--- src/rtl/uirs_pkg.sv ---
// shared constants and carrier types for the uart/ir status register block
package uirs_pkg;
    // register word indices; byte address is index * 4
    localparam logic [3:0] IDX_MODEM_CTRL = 4'h4;
    localparam logic [3:0] IDX_LINK_STAT  = 4'h5;
    localparam logic [3:0] IDX_MODEM_STAT = 4'h6;
    localparam logic [3:0] IDX_SCRATCH    = 4'h7;
    localparam logic [3:0] IDX_CONFIG     = 4'h8;
    localparam logic [3:0] IDX_SOFT_RST   = 4'h9;
    // reset values, and the modem status view shown while masked
    localparam logic [7:0] LINK_STAT_RST  = 8'h60;
    localparam logic [7:0] MODEM_MASKED   = 8'h30;
    localparam logic [7:0] BYTE_ZERO      = 8'h00;
    // op_mode_select codes
    localparam logic [2:0] MODE_UART      = 3'h0;
    localparam logic [2:0] MODE_SHIFT_IR  = 3'h2;
    localparam logic [2:0] MODE_SIR       = 3'h3;
    localparam logic [2:0] MODE_MIR       = 3'h4;
    localparam logic [2:0] MODE_FIR       = 3'h5;
    localparam logic [2:0] MODE_CIR       = 3'h6;
    // field positions
    localparam int MCR_DTR = 0;
    localparam int MCR_RTS = 1;
    localparam int MCR_RIL = 2;
    localparam int MCR_DCL = 3;
    localparam int MCR_LOOP = 4;
    localparam int MCR_MODE_LSB = 5;
    localparam int CFG_EXT = 0;
    localparam int CFG_IRMASK = 1;
    localparam int CFG_STOPMD = 2;
    localparam int CFG_MSIE = 3;
    localparam int CFG_FIFO = 4;
    localparam int SRST_TX = 0;
    localparam int SRST_RX = 1;

    // status tags of the entry now at the receive fifo bottom
    typedef struct packed {
        logic frame_fault;
        logic line_break;
        logic phy_fault;
        logic too_long;
        logic frame_last;
    } uirs_rx_tag_s;

    // one character leaving the receive front end
    typedef struct packed {
        logic [7:0] data;
        logic       frame_fault;
        logic       line_break;
    } uirs_char_s;
endpackage : uirs_pkg

--- src/rtl/uirs_status_regs.sv ---
// status, modem-status and auxiliary registers of the uart/ir module
//
// Design decision made here: register access over Wishbone.
`timescale 1ns/1ps
module uirs_status_regs #(
    parameter int CHAR_BITS = 8
) (
    // clock, reset, enable
    input  wire logic                  mclk_in,
    input  wire logic                  sys_rst_in,
    input  wire logic                  ce_in,
    // wishbone slave
    input  wire logic                  wb_cyc_in,
    input  wire logic                  wb_stb_in,
    input  wire logic                  wb_we_in,
    input  wire logic [5:0]            wb_adr_in,
    input  wire logic [3:0]            wb_sel_in,
    input  wire logic [31:0]           wb_dat_in,
    output logic      [31:0]           wb_dat_out,
    output logic                       wb_ack_out,
    // modem pins, active low
    input  wire logic                  cts_n_in,
    input  wire logic                  dsr_n_in,
    input  wire logic                  ri_n_in,
    input  wire logic                  dcd_n_in,
    // receive bit sampler and fifo
    input  wire logic                  rx_bit_stb_in,
    input  wire logic                  rx_bit_in,
    input  wire logic                  rx_bottom_stb_in,
    input  wire uirs_pkg::uirs_rx_tag_s rx_bottom_tag_in,
    input  wire logic                  rx_fifo_err_in,
    input  wire logic                  rx_data_avail_in,
    input  wire logic                  rx_fifo_timeout_in,
    input  wire logic                  rx_char_read_in,
    input  wire logic                  frame_end_in_fifo_in,
    // transmit side
    input  wire logic                  tx_hold_empty_in,
    input  wire logic                  tx_front_idle_in,
    input  wire logic                  tx_data_write_in,
    input  wire logic                  tx_len_zero_in,
    // outputs
    output uirs_pkg::uirs_char_s       rx_char_out,
    output logic                       rx_char_valid_out,
    output logic                       modem_line_event_out,
    output logic                       end_transmission_req_out,
    output logic                       tx_halted_frame_end_out,
    output logic      [2:0]            op_mode_select_out
);
    if (CHAR_BITS < 5 || CHAR_BITS > 8) begin : g_char_bits_check
        $error("CHAR_BITS must be 5..8");
    end

    typedef enum logic [1:0] {FE_IDLE, FE_DATA, FE_STOP, FE_WAIT_ONE} uirs_fe_e;

    function automatic logic is_frame_mode(input logic [2:0] m);
        is_frame_mode = (m == uirs_pkg::MODE_MIR) || (m == uirs_pkg::MODE_FIR);
    endfunction : is_frame_mode

    function automatic logic is_char_mode(input logic [2:0] m);
        is_char_mode = (m == uirs_pkg::MODE_UART) || (m == uirs_pkg::MODE_SHIFT_IR)
                    || (m == uirs_pkg::MODE_SIR);
    endfunction : is_char_mode

    // modem pin synchronisers
    logic [3:0] pin_meta_r;
    logic [3:0] pin_sync_r;
    always_ff @(posedge mclk_in or posedge sys_rst_in) begin
        if (sys_rst_in) begin
            pin_meta_r <= 4'hF;
            pin_sync_r <= 4'hF;
        end else if (ce_in) begin
            pin_meta_r <= {dcd_n_in, ri_n_in, dsr_n_in, cts_n_in};
            pin_sync_r <= pin_meta_r;
        end
    end

    // state
    logic [7:0]  mcr_r, mcr_nxt, cfg_r, cfg_nxt, scratch_r, scratch_nxt;
    logic [7:0]  lsr_r, lsr_nxt, msr_r, msr_nxt, aux_r, aux_nxt;
    logic        ack_r, ack_nxt, event_r, event_nxt;
    logic [31:0] dat_r, dat_nxt;
    uirs_fe_e    fe_st_r, fe_st_nxt;
    logic [3:0]  fe_cnt_r, fe_cnt_nxt;
    logic [7:0]  fe_sh_r, fe_sh_nxt;
    logic        fe_zero_r, fe_zero_nxt;
    uirs_pkg::uirs_char_s ch_r, ch_nxt;
    logic        ch_v_r, ch_v_nxt;

    logic        req, wr, rd, wr_lane;
    logic [3:0]  idx;
    logic [2:0]  mode;
    logic        ext, fifo_on, mode_chg, tx_srst, rx_srst, rd_lsr, rd_msr;
    logic [3:0]  act_lvl, delta;
    logic [7:0]  msr_view;

    always_comb begin
        req      = wb_cyc_in && wb_stb_in && !ack_r;
        wr       = req && wb_we_in;
        rd       = req && !wb_we_in;
        wr_lane  = wr && wb_sel_in[0];
        idx      = wb_adr_in[5:2];
        mode     = mcr_r[7:5];
        ext      = cfg_r[uirs_pkg::CFG_EXT];
        fifo_on  = cfg_r[uirs_pkg::CFG_FIFO];
        mode_chg = wr_lane && idx == uirs_pkg::IDX_MODEM_CTRL
                && wb_dat_in[7:5] != mode;
        tx_srst  = wr_lane && idx == uirs_pkg::IDX_SOFT_RST && wb_dat_in[uirs_pkg::SRST_TX];
        rx_srst  = wr_lane && idx == uirs_pkg::IDX_SOFT_RST && wb_dat_in[uirs_pkg::SRST_RX];
        rd_lsr   = rd && idx == uirs_pkg::IDX_LINK_STAT;
        rd_msr   = rd && idx == uirs_pkg::IDX_MODEM_STAT;
        // active levels {dcd, ri, dsr, cts}; loopback ignores the pins
        if (mcr_r[uirs_pkg::MCR_LOOP]) begin
            if (ext) begin
                act_lvl = {mcr_r[uirs_pkg::MCR_RTS], mcr_r[uirs_pkg::MCR_DTR],
                           mcr_r[uirs_pkg::MCR_DTR], mcr_r[uirs_pkg::MCR_RTS]};
            end else begin
                act_lvl = {mcr_r[uirs_pkg::MCR_DCL], mcr_r[uirs_pkg::MCR_RIL],
                           mcr_r[uirs_pkg::MCR_DTR], mcr_r[uirs_pkg::MCR_RTS]};
            end
        end else begin
            act_lvl = ~pin_sync_r;
        end
        // ring counts only the pin going low to high, i.e. active to inactive
        delta = {act_lvl[3] ^ msr_r[7], msr_r[6] & ~act_lvl[2],
                 act_lvl[1] ^ msr_r[5], act_lvl[0] ^ msr_r[4]};
        if (mode != uirs_pkg::MODE_UART && cfg_r[uirs_pkg::CFG_IRMASK]) begin
            msr_view = uirs_pkg::MODEM_MASKED;
        end else begin
            msr_view = msr_r;
        end
    end

    // receive front end: start, data, stop; break and resync handling
    always_comb begin
        fe_st_nxt   = fe_st_r;
        fe_cnt_nxt  = fe_cnt_r;
        fe_sh_nxt   = fe_sh_r;
        fe_zero_nxt = fe_zero_r;
        ch_nxt      = ch_r;
        ch_v_nxt    = 1'b0;
        if (rx_bit_stb_in) begin
            unique case (fe_st_r)
                FE_IDLE: begin
                    if (!rx_bit_in) begin
                        fe_st_nxt   = FE_DATA;
                        fe_cnt_nxt  = 4'h0;
                        fe_zero_nxt = 1'b1;
                    end
                end
                FE_DATA: begin
                    fe_sh_nxt   = {rx_bit_in, fe_sh_r[7:1]};
                    fe_zero_nxt = fe_zero_r && !rx_bit_in;
                    fe_cnt_nxt  = fe_cnt_r + 4'h1;
                    if (fe_cnt_r == 4'(CHAR_BITS - 1)) begin
                        fe_st_nxt = FE_STOP;
                    end
                end
                FE_STOP: begin
                    ch_v_nxt = 1'b1;
                    ch_nxt.data = fe_sh_r >> (8 - CHAR_BITS);
                    ch_nxt.frame_fault = !rx_bit_in;
                    ch_nxt.line_break  = !rx_bit_in && fe_zero_r;
                    if (!rx_bit_in && fe_zero_r) begin
                        ch_nxt.data = uirs_pkg::BYTE_ZERO;
                        fe_st_nxt   = FE_WAIT_ONE;
                    end else begin
                        // a zero right after a bad stop bit is taken as a start
                        fe_st_nxt = FE_IDLE;
                    end
                end
                FE_WAIT_ONE: begin
                    if (rx_bit_in) begin
                        fe_st_nxt = FE_IDLE;
                    end
                end
            endcase
        end
        if (rx_srst) begin
            fe_st_nxt = FE_IDLE;
        end
    end

    // register file and status flags
    always_comb begin
        logic frame_md, char_md, clr_link;
        frame_md    = is_frame_mode(mode);
        char_md     = is_char_mode(mode);
        mcr_nxt     = mcr_r;
        cfg_nxt     = cfg_r;
        scratch_nxt = scratch_r;
        ack_nxt     = req;
        dat_nxt     = '0;
        clr_link    = rd_lsr || rx_srst;
        // link status: clear first, then sets, so an event never gets lost
        lsr_nxt     = lsr_r;
        lsr_nxt[0]  = rx_data_avail_in;
        if (clr_link) begin
            lsr_nxt[4:3] = 2'h0;
            lsr_nxt[7]   = 1'b0;
        end
        if (char_md) begin
            if (fifo_on && rx_bottom_stb_in) begin
                lsr_nxt[3] = lsr_nxt[3] | rx_bottom_tag_in.frame_fault;
                lsr_nxt[4] = lsr_nxt[4] | rx_bottom_tag_in.line_break;
            end
            if (!fifo_on && ch_v_r) begin
                lsr_nxt[3] = lsr_nxt[3] | ch_r.frame_fault;
                lsr_nxt[4] = lsr_nxt[4] | ch_r.line_break;
            end
            if (fifo_on && rx_fifo_err_in) begin
                lsr_nxt[7] = 1'b1;
            end
        end
        if (frame_md && rx_bottom_stb_in && rx_bottom_tag_in.frame_last) begin
            lsr_nxt[3] = lsr_nxt[3] | rx_bottom_tag_in.phy_fault;
            lsr_nxt[4] = lsr_nxt[4] | rx_bottom_tag_in.too_long;
            lsr_nxt[7] = 1'b1;
        end
        if (tx_hold_empty_in) begin
            lsr_nxt[5] = 1'b1;
        end else if (tx_data_write_in) begin
            lsr_nxt[5] = 1'b0;
        end
        lsr_nxt[6] = tx_hold_empty_in && tx_front_idle_in;
        // modem status
        msr_nxt = {act_lvl, msr_r[3:0]};
        if (rd_msr || (mode_chg && !cfg_r[uirs_pkg::CFG_IRMASK])) begin
            msr_nxt[3:0] = 4'h0;
        end
        msr_nxt[3:0] = msr_nxt[3:0] | delta;
        event_nxt = (|msr_r[3:0]) && cfg_r[uirs_pkg::CFG_MSIE];
        // auxiliary status and control
        aux_nxt = aux_r;
        aux_nxt[1] = frame_md && frame_end_in_fifo_in;
        if (rx_char_read_in) begin
            aux_nxt[0] = 1'b0;
        end
        if (rx_fifo_timeout_in) begin
            aux_nxt[0] = 1'b1;
        end
        if (tx_data_write_in) begin
            aux_nxt[2] = 1'b0;
        end
        if (wr_lane && ext && idx == uirs_pkg::IDX_SCRATCH) begin
            if (wb_dat_in[2] && (frame_md || mode == uirs_pkg::MODE_CIR)) begin
                aux_nxt[2] = 1'b1;
            end
            if (wb_dat_in[3]) begin
                aux_nxt[3] = 1'b0;
            end
        end
        if (frame_md && cfg_r[uirs_pkg::CFG_STOPMD] && tx_len_zero_in) begin
            aux_nxt[3] = 1'b1;
        end
        if (tx_srst) begin
            aux_nxt[2] = 1'b0;
            aux_nxt[6] = 1'b0;
        end
        if (rx_srst) begin
            aux_nxt[1:0] = 2'h0;
            aux_nxt[5:4] = 2'h0;
        end
        if (mode_chg) begin
            aux_nxt = '0;
        end
        // bus writes
        if (wr_lane) begin
            unique case (idx)
                uirs_pkg::IDX_MODEM_CTRL: mcr_nxt = wb_dat_in[7:0];
                uirs_pkg::IDX_CONFIG:     cfg_nxt = wb_dat_in[7:0];
                uirs_pkg::IDX_SCRATCH:    if (!ext) scratch_nxt = wb_dat_in[7:0];
                default: ;
            endcase
        end
        // bus reads; unmapped words answer zero
        if (rd) begin
            unique case (idx)
                uirs_pkg::IDX_MODEM_CTRL: dat_nxt[7:0] = mcr_r;
                uirs_pkg::IDX_LINK_STAT:  dat_nxt[7:0] = lsr_r;
                uirs_pkg::IDX_MODEM_STAT: dat_nxt[7:0] = msr_view;
                uirs_pkg::IDX_SCRATCH:    dat_nxt[7:0] = ext ? aux_r : scratch_r;
                uirs_pkg::IDX_CONFIG:     dat_nxt[7:0] = cfg_r;
                default:                  dat_nxt = '0;
            endcase
        end
    end

    always_ff @(posedge mclk_in or posedge sys_rst_in) begin
        if (sys_rst_in) begin
            mcr_r     <= uirs_pkg::BYTE_ZERO;
            cfg_r     <= uirs_pkg::BYTE_ZERO;
            scratch_r <= uirs_pkg::BYTE_ZERO;
            lsr_r     <= uirs_pkg::LINK_STAT_RST;
            msr_r     <= uirs_pkg::BYTE_ZERO;
            aux_r     <= uirs_pkg::BYTE_ZERO;
            ack_r     <= 1'b0;
            event_r   <= 1'b0;
            dat_r     <= '0;
            fe_st_r   <= FE_IDLE;
            fe_cnt_r  <= 4'h0;
            fe_sh_r   <= uirs_pkg::BYTE_ZERO;
            fe_zero_r <= 1'b0;
            ch_r      <= '0;
            ch_v_r    <= 1'b0;
        end else if (ce_in) begin
            mcr_r     <= mcr_nxt;
            cfg_r     <= cfg_nxt;
            scratch_r <= scratch_nxt;
            lsr_r     <= lsr_nxt;
            msr_r     <= msr_nxt;
            aux_r     <= aux_nxt;
            ack_r     <= ack_nxt;
            event_r   <= event_nxt;
            dat_r     <= dat_nxt;
            fe_st_r   <= fe_st_nxt;
            fe_cnt_r  <= fe_cnt_nxt;
            fe_sh_r   <= fe_sh_nxt;
            fe_zero_r <= fe_zero_nxt;
            ch_r      <= ch_nxt;
            ch_v_r    <= ch_v_nxt;
        end
    end

    assign wb_dat_out               = dat_r;
    assign wb_ack_out               = ack_r;
    assign rx_char_out              = ch_r;
    assign rx_char_valid_out        = ch_v_r;
    assign modem_line_event_out     = event_r;
    assign end_transmission_req_out = aux_r[2];
    assign tx_halted_frame_end_out  = aux_r[3];
    assign op_mode_select_out       = mcr_r[7:5];
endmodule : uirs_status_regs

--- config.mk ---
export PLATFORM = sky130hd
export DESIGN_NAME = uirs_status_regs
export DESIGN_NICKNAME = d
export VERILOG_FILES = /design/src/rtl/uirs_pkg.sv /design/src/rtl/uirs_status_regs.sv
export SDC_FILE = /design/constraint.sdc
export NUM_CORES = 1
export LEC_CHECK = 0
export ABC_AREA = 1
export BUFFER_PORTS_ARGS = -buffer_cell sky130_fd_sc_hd__buf_2
export CAP_MARGIN = 20
export CORE_MARGIN = 2
export CORE_UTILIZATION = 34
export DETAILED_ROUTE_END_ITERATION = 7
export PLACE_DENSITY = 0.65
export SLEW_MARGIN = 20
export SYNTH_ARGS = -nofsm -noshare
export SYNTH_HDL_FRONTEND = slang
export SYNTH_SLANG_ARGS = --single-unit
export TNS_END_PERCENT = 5
--- constraint.sdc ---
create_clock -name mclk_in -period 3.75 [get_ports mclk_in]
set_clock_uncertainty 0.2 [all_clocks]
set_input_delay 0.5625 -clock mclk_in [delete_from_list [all_inputs] [get_ports mclk_in]]
set_output_delay 0.5625 -clock mclk_in [all_outputs]
set_load 0.005 [all_outputs]
==> out/metrics.yaml, run 1 <==
routed_wl_um: 11500
cts_max_level: 3
grt_pass1_wl_um: 18900
tns_ns: 0
worst-path-max-fanout: 31
rr_startpoint: "cfg_r[0]"
clkTransAtPathRegs_ns: 0.06
synth_top_family_by_area: "simple AND/OR/NAND/NOR gates"
final_nets: 693
antenna_found_initial: 0
ys.flop_type: "dfrtp_1"
grt_start_max_net_pins: 33
cts.sinks: 86
post-route-util_pct: 39.8
whs_ns: 0.0269
drv_cap: 0
synth_area_mm2: 0.00455
start_util_pct: 34.6
startpoint_type: "primary input"
regArea_mm2: 0.00216
root_buffer: "clkbuf_16"
worstPathCellList: "buf_2 > inv_2 > nor2_8 > nand3_2 > nand2_1 > o21ai_1"
synthMuxAreaShare_pct: 0
cts_resized: 0
worstPathArrival_ns: 2.02
design.core.area_mm2: 0.0131
p_leak_nw: 2.65
die_area_mm2: 0.0143
vias: 3826
pre_cts_ws_ns: 1.38
area_growth_pct: 15.0
finalSetupViolations: 0
synth_xor_area_share_pct: 0
rsz0062_at_grt: "no"
max_stage_delay_ns: 0.33
ios: 119
fp.dieW_um: 120
worst_pin_slew_ns: 0.619
critPathSlowestCell: "inv_2"
synth_seq_cells: 86
n_fill_cell: 1395
p_per_area_mw_per_mm2: 502
worstPathRequired_ns: 3.77
r2r-end: "wb_dat_out[0]"
critPathBufInv: 2
min_path_type: "in2async"
wire_per_inst_um: 14.2
period_share_pct: 53.3
peakVddDrop_uv: 267
port_buffers: 65
netlist_instances: 563
synth-simple-area-share_pct: 28.3
drv_slew: 0
firstDrtPassIters: 4
fin_crit_ns: 2.00
synth_compound_area_share_pct: 12.6
place.gp.congestion: 0.881
cts_buffers: 9
setup_ws_ns: 1.75
clock_path_buffers: 2
drc: 0
synth_area_per_cell_um2: 8.09
first_iter_violations: 283
grt_pass1_vias: 3626
cts_hold_buffers: 0
rrSetupSlack_ns: 1.95
ff2ff_path_depth: 7
clock_latency_ns: 0.34
hold_viol_final: 0
critical_path.top_delay_family: "simple AND/OR/NAND/NOR gates"
slew_headroom_pct: 58.6
diodes: 0
async_reset_ff_share_pct: 100
synth.distinct_cells: 40
worstSetupPathType: "in2reg"
overflow: 0
seq_area_frac_synth_pct: 47.6
fp-row-count: 42
track_usage_pct: 17.0
ys_warn_count: 0
vias_per_cell: 4.76
layout-drive-gt1-share_pct: 22.1
multi_input_area_mm2: 0.00196
dieHeight_um: 120
synth_edf_count: 0
end_kind: "flop"
cts_tree: "done"
postRouteAntennaNets: 0
status: "completed"
hpwl_um: 8630
post_cts_buffers: 0
synthAdderAreaFrac_pct: 0.275
fmaxAchievable_ghz: 0.500
[cells by family (layout without fill, tap and decap cells)]
group	count (synthesis)	count (layout)
AND/OR/NAND/NOR	279	279
buffers and inverters	100	142
AO/OA/AOI/OAI	96	96
adder cells (fa/ha/maj)	1	1
other	1	24
flip-flops	86	86
[state kept, by name, indices dropped and copies added, names as in the netlist, 2 cells and up]
name,count
aux_r,4
cfg_r,8
fe_cnt_r,4
fe_sh_r,8
fe_st_r,2
lsr_r,6
mcr_r,8
msr_r,8
pin_meta_r,4
pin_sync_r,4
rx_char_out,10
scratch_r,8
wb_dat_out,8
[cells in the final DEF, fill, tap and decap left out, drive strengths merged]
master / Yosys / routed
a2bb2oi: 1 / 1
nor2: 45 / 45
a22oi: 1 / 1
ha: 1 / 1
nand3b: 1 / 1
o211ai: 1 / 1
dfstp: 10 / 10
o21ai: 73 / 73
dfrtp: 76 / 76
a211oi: 1 / 1
buf: 38 / 68
clkbuf: 4 / 13
nand3: 50 / 50
o22ai: 2 / 2
a21oi: 13 / 13
nor4: 1 / 1
inv: 58 / 57
clkinvlp: 0 / 1
and3: 1 / 1
a21boi: 1 / 1
or2: 1 / 1
conb: 1 / 24
clkinv: 0 / 1
nor3: 3 / 3
nand4: 2 / 2
a22o: 3 / 3
nand2: 175 / 175
bufinv: 0 / 2
[Yosys cell counts, types with 2 or more instances]
master      n  share of area (%)
dfrtp_1    76                 42
clkbuf_1    4               0.33
nand2_4     5                1.2
nand2_1   167                 14
o21ai_0    46                5.1
o21ai_1    10                1.1
inv_1      53                4.4
nand3_1    46                5.1
nand3_2     3               0.66
buf_2       8               0.88
nor2_1     35                2.9
nor2_2      2               0.27
inv_2       4               0.33
o21ai_2    17                3.3
buf_6       3               0.74
nor3_1      2               0.22
nor2_4      7                1.7
a22o_1      3               0.58
a21oi_1    13                1.4
buf_4      27                4.5
dfstp_2    10                5.8
o22ai_1     2               0.27
nand2_2     3               0.41
[per-layer routing]
| metal | vias up | GRT usage, % | share of wire [%] |
|---|---|---|---|
| met4 | 0 | 6.54 | 2.6 |
| met3 | 22 | 4.23 | 6.5 |
| met5 | - | 0 | 0 |
| met2 | 120 | 26.7 | 47 |
| li1 | 1876 | - | - |
| met1 | 1808 | 22.8 | 44 |
[worst max-delay path by stage]
stage                     startpoint             end  slack, ns  cells after the start
after CTS                      ce_in        mcr_r[5]       1.74                      6
after global placement         ce_in        mcr_r[1]       1.48                      6
after global routing           ce_in  rx_char_out[9]       1.51                      7
after floorplan           sys_rst_in        aux_r[0]       0.78                      1
final                          ce_in        mcr_r[5]       1.75                      6
after detailed placement       ce_in        mcr_r[5]       1.38                      6
[layout make-up]
cell class	instances	share of cell area, %
flip-flops and latches	86	41.4
multi-input cells	400	37.5
repair buffers	68	6.65
clock buffers	13	4.78
inverters	58	4.23
well taps	176	4.21
clock inverters	3	1.29
[worst register-to-register path, stage by stage, from the launching register on]
cell     delay (ns)
dfrtp_1        0.66
inv_2          0.21
a21oi_1        0.18
nor2_1         0.06
nor2_1         0.17
nand3_1        0.10
nand2_1        0.08
nand2_1        0.04
[where the power goes]
part	internal (mW)	leakage (nW)	switching, mW	total [mW]
Combinational	0.175	1.41	0.280	0.455
Sequential	1.10	1.09	0.115	1.21
Clock	0.602	0.150	0.354	0.957
Total	1.88	2.65	0.749	2.63
[metrics by stage]
stage          power (mW)  instance area [um2]  std cells
2_1_floorplan        1.53                 4640        586
3_3_place_gp         1.66                 4920        788
3_5_place_dp         1.68                 4920        788
4_1_cts              2.65                 5230        804
5_1_grt              2.79                 5230        804
6_report             2.63                 5230        804
Note: power is estimated with default switching activity, not from simulation.
==> run 2: changes to the inputs <==
--- a/config.mk
+++ b/config.mk
@@ -11,7 +11,7 @@
 export CORE_MARGIN = 2
 export CORE_UTILIZATION = 34
 export DETAILED_ROUTE_END_ITERATION = 7
-export PLACE_DENSITY = 0.65
+export PLACE_DENSITY = 0.68
 export SLEW_MARGIN = 20
 export SYNTH_ARGS = -nofsm -noshare
 export SYNTH_HDL_FRONTEND = slang
==> constraint.sdc (replaced) <==
create_clock -name mclk_in -period 1.7 [get_ports mclk_in]
set_clock_uncertainty 0.2 [all_clocks]
set_input_delay 0.255 -clock mclk_in [delete_from_list [all_inputs] [get_ports mclk_in]]
set_output_delay 0.255 -clock mclk_in [all_outputs]
set_load 0.005 [all_outputs]
==> out/metrics.yaml, run 2 (synthesized netlist as in run 1, its figures left out) <==
wire_per_inst_um: 13.5  # -5.0%
cts_buffers: 9  # unchanged
min_path_type: "in2reg"
critPathSlowestCell: "dfrtp_1"
port_buffers: 65  # unchanged
worstPathCellList: "inv_1 > nand2_1 > nand2_1 > nand3_1 > nand2_2 > nand3_1 > a21oi_1"
die_area_mm2: 0.0143  # unchanged
layout-drive-gt1-share_pct: 24.9  # +2.8 points
ios: 119  # unchanged
first_iter_violations: 226  # -20%
cts_max_level: 3  # unchanged
max_stage_delay_ns: 0.41  # +0.08 ns
final_common_cell: "nand2_1"
diodes: 0  # unchanged
design.core.area_mm2: 0.0131  # unchanged
worst-path-max-fanout: 5  # -84%
drv_slew: 0  # unchanged
fmaxAchievable_ghz: 0.623
hpwl_um: 8360  # -3.1%
worstPathArrival_ns: 1.67  # -0.35 ns
overflow: 0  # unchanged
rsz0062_at_grt: "yes"
worstSetupPathType: "reg2reg"
fp.dieW_um: 120  # unchanged
routed_wl_um: 11300  # -1.4%
clock_latency_ns: 0.34  # about the same
drc: 0  # unchanged
grt_pass1_wl_um: 18600  # -1.2%
period_share_pct: 94.5
layout_common_cells: "nand2_1 (165), dfrtp_1 (75), buf_2 (65)"
track_usage_pct: 16.9  # -0.14 points
worstPathRequired_ns: 1.76  # -2.01 ns
final_nets: 723  # +4.3%
cts_tree: "done"
grt_start_max_net_pins: 59  # +79%
stdcell_area_mm2: 0.00553  # +5.7%
critPathBufInv: 1  # -1
peakVddDrop_uv: 792  # +200%
fp-row-count: 42  # unchanged
clkTransAtPathRegs_ns: 0.06  # about the same
p_leak_nw: 2.79  # +5.4%
end_kind: "flop"
place.gp.congestion: 0.923  # +4.8%
startpoint_type: "flop"
largest_register_ffs: 10  # unchanged
postRouteAntennaNets: 0  # unchanged
fin_crit_ns: 1.61
root_buffer: "clkbuf_16"
start_util_pct: 34.6  # unchanged
grt_pass1_vias: 3569  # -1.6%
p_per_area_mw_per_mm2: 1060  # +110%
firstDrtPassIters: 4  # unchanged
post_cts_buffers: 0  # unchanged
drv_cap: 0  # unchanged
clock_path_buffers: 2  # unchanged
tns_ns: 0  # unchanged
vias_per_cell: 4.54  # -4.5%
critical_path.top_delay_family: "simple AND/OR/NAND/NOR gates"
antenna_found_initial: 0  # unchanged
cts.sinks: 86  # unchanged
area_growth_pct: 21.6
vias: 3790  # -0.94%
status: "completed"
finalSetupViolations: 0  # unchanged
hold_viol_final: 0  # unchanged
placedInstanceArea_mm2: 0.00508  # +3.3%
dieHeight_um: 120  # unchanged
==> run 2: changes by cell type in the layout (fill, tap and decap cells not counted), moves of 2 or more <==
| cell | delta |
|---|---|
| nand2_1 | -2 |
| buf_12 | +2 |
| clkbuf_1 | -2 |
| nor2_2 | +2 |
| nor2_1 | -2 |
| dlygate4sd3_1 | +12 |
| nand2_2 | +2 |
| buf_4 | +16 |
==> run 2: tightest hold or removal path, cell delays in order <==
cell and delay, ns:
buf_2 0.12, nand3_1 0.07, o21ai_0 0.08
==> run 2: cell type report <==
| class | count | area (um2) |
|---|---|---|
| repair buffers | 98 | 628 |
| multi-input cells | 400 | 1980 |
| inverters | 58 | 224 |
| fillers | 1319 | 7600 |
| clock inverters | 6 | 86.3 |
| well taps | 176 | 220 |
| flip-flops and latches | 86 | 2170 |
| clock buffers | 10 | 229 |
==> run 2: path summary, 6_finish.rpt <==
kind / slack [ns] / cells past startpoint / start / endpoint
max: 0.09 / 7 / mcr_r[7] / aux_r[2]
min: 0.02 / 3 / frame_end_in_fifo_in / aux_r[1]
max reg2reg: 0.09 / 7 / mcr_r[7] / aux_r[2]
min reg2reg: 0.27 / 2 / pin_meta_r[2] / pin_meta_r[2]
max in group asynchronous: 0.64 / 4 / sys_rst_in / lsr_r[6]
min in group asynchronous: 0.33 / 4 / sys_rst_in / mcr_r[6]
==> run 2: through the flow <==
| stage | total power, mW | instances | util (%) | hold slack, ns | setup WS (ns) |
|---|---|---|---|---|---|
| floorplan | 3.37 | 586 | - | 0.151 | 0.204 |
| global placement | 3.71 | 806 | 38.7 | 0.174 | 0.0617 |
| detailed placement | 3.74 | 806 | 38.7 | 0.171 | 0.0235 |
| CTS | 5.89 | 834 | 42.0 | 0.00362 | 0.00919 |
| global route | 6.20 | 834 | 42.1 | 0.0134 | -0.0237 |
| finish | 5.84 | 834 | 42.1 | 0.0226 | 0.0937 |
==> run 2: per-layer routing <==
layer  vias to the layer above  share of wire, %  track usage (%)
li1                       1947                 -                -
met1                      1719                47             23.5
met2                       111                45             25.7
met3                        13               5.7             4.56
met4                         0               1.3             5.37
met5                         -                 0                0
==> run 2: report_power, final <==
group | internal (mW) | total (mW) | switching [mW]
sequential | 2.42 | 2.68 | 0.253
combinational | 0.435 | 1.06 | 0.627
clock | 1.28 | 2.10 | 0.814
==> run 2: what timing repair did <==
| action | CTS | global route |
|---|---|---|
| hold endpoints to repair | 87 | 0 |
| hold buffers | 12 | 0 |
| setup endpoints to repair | 0 | 18 |
| gates resized for setup | 0 | 6 |
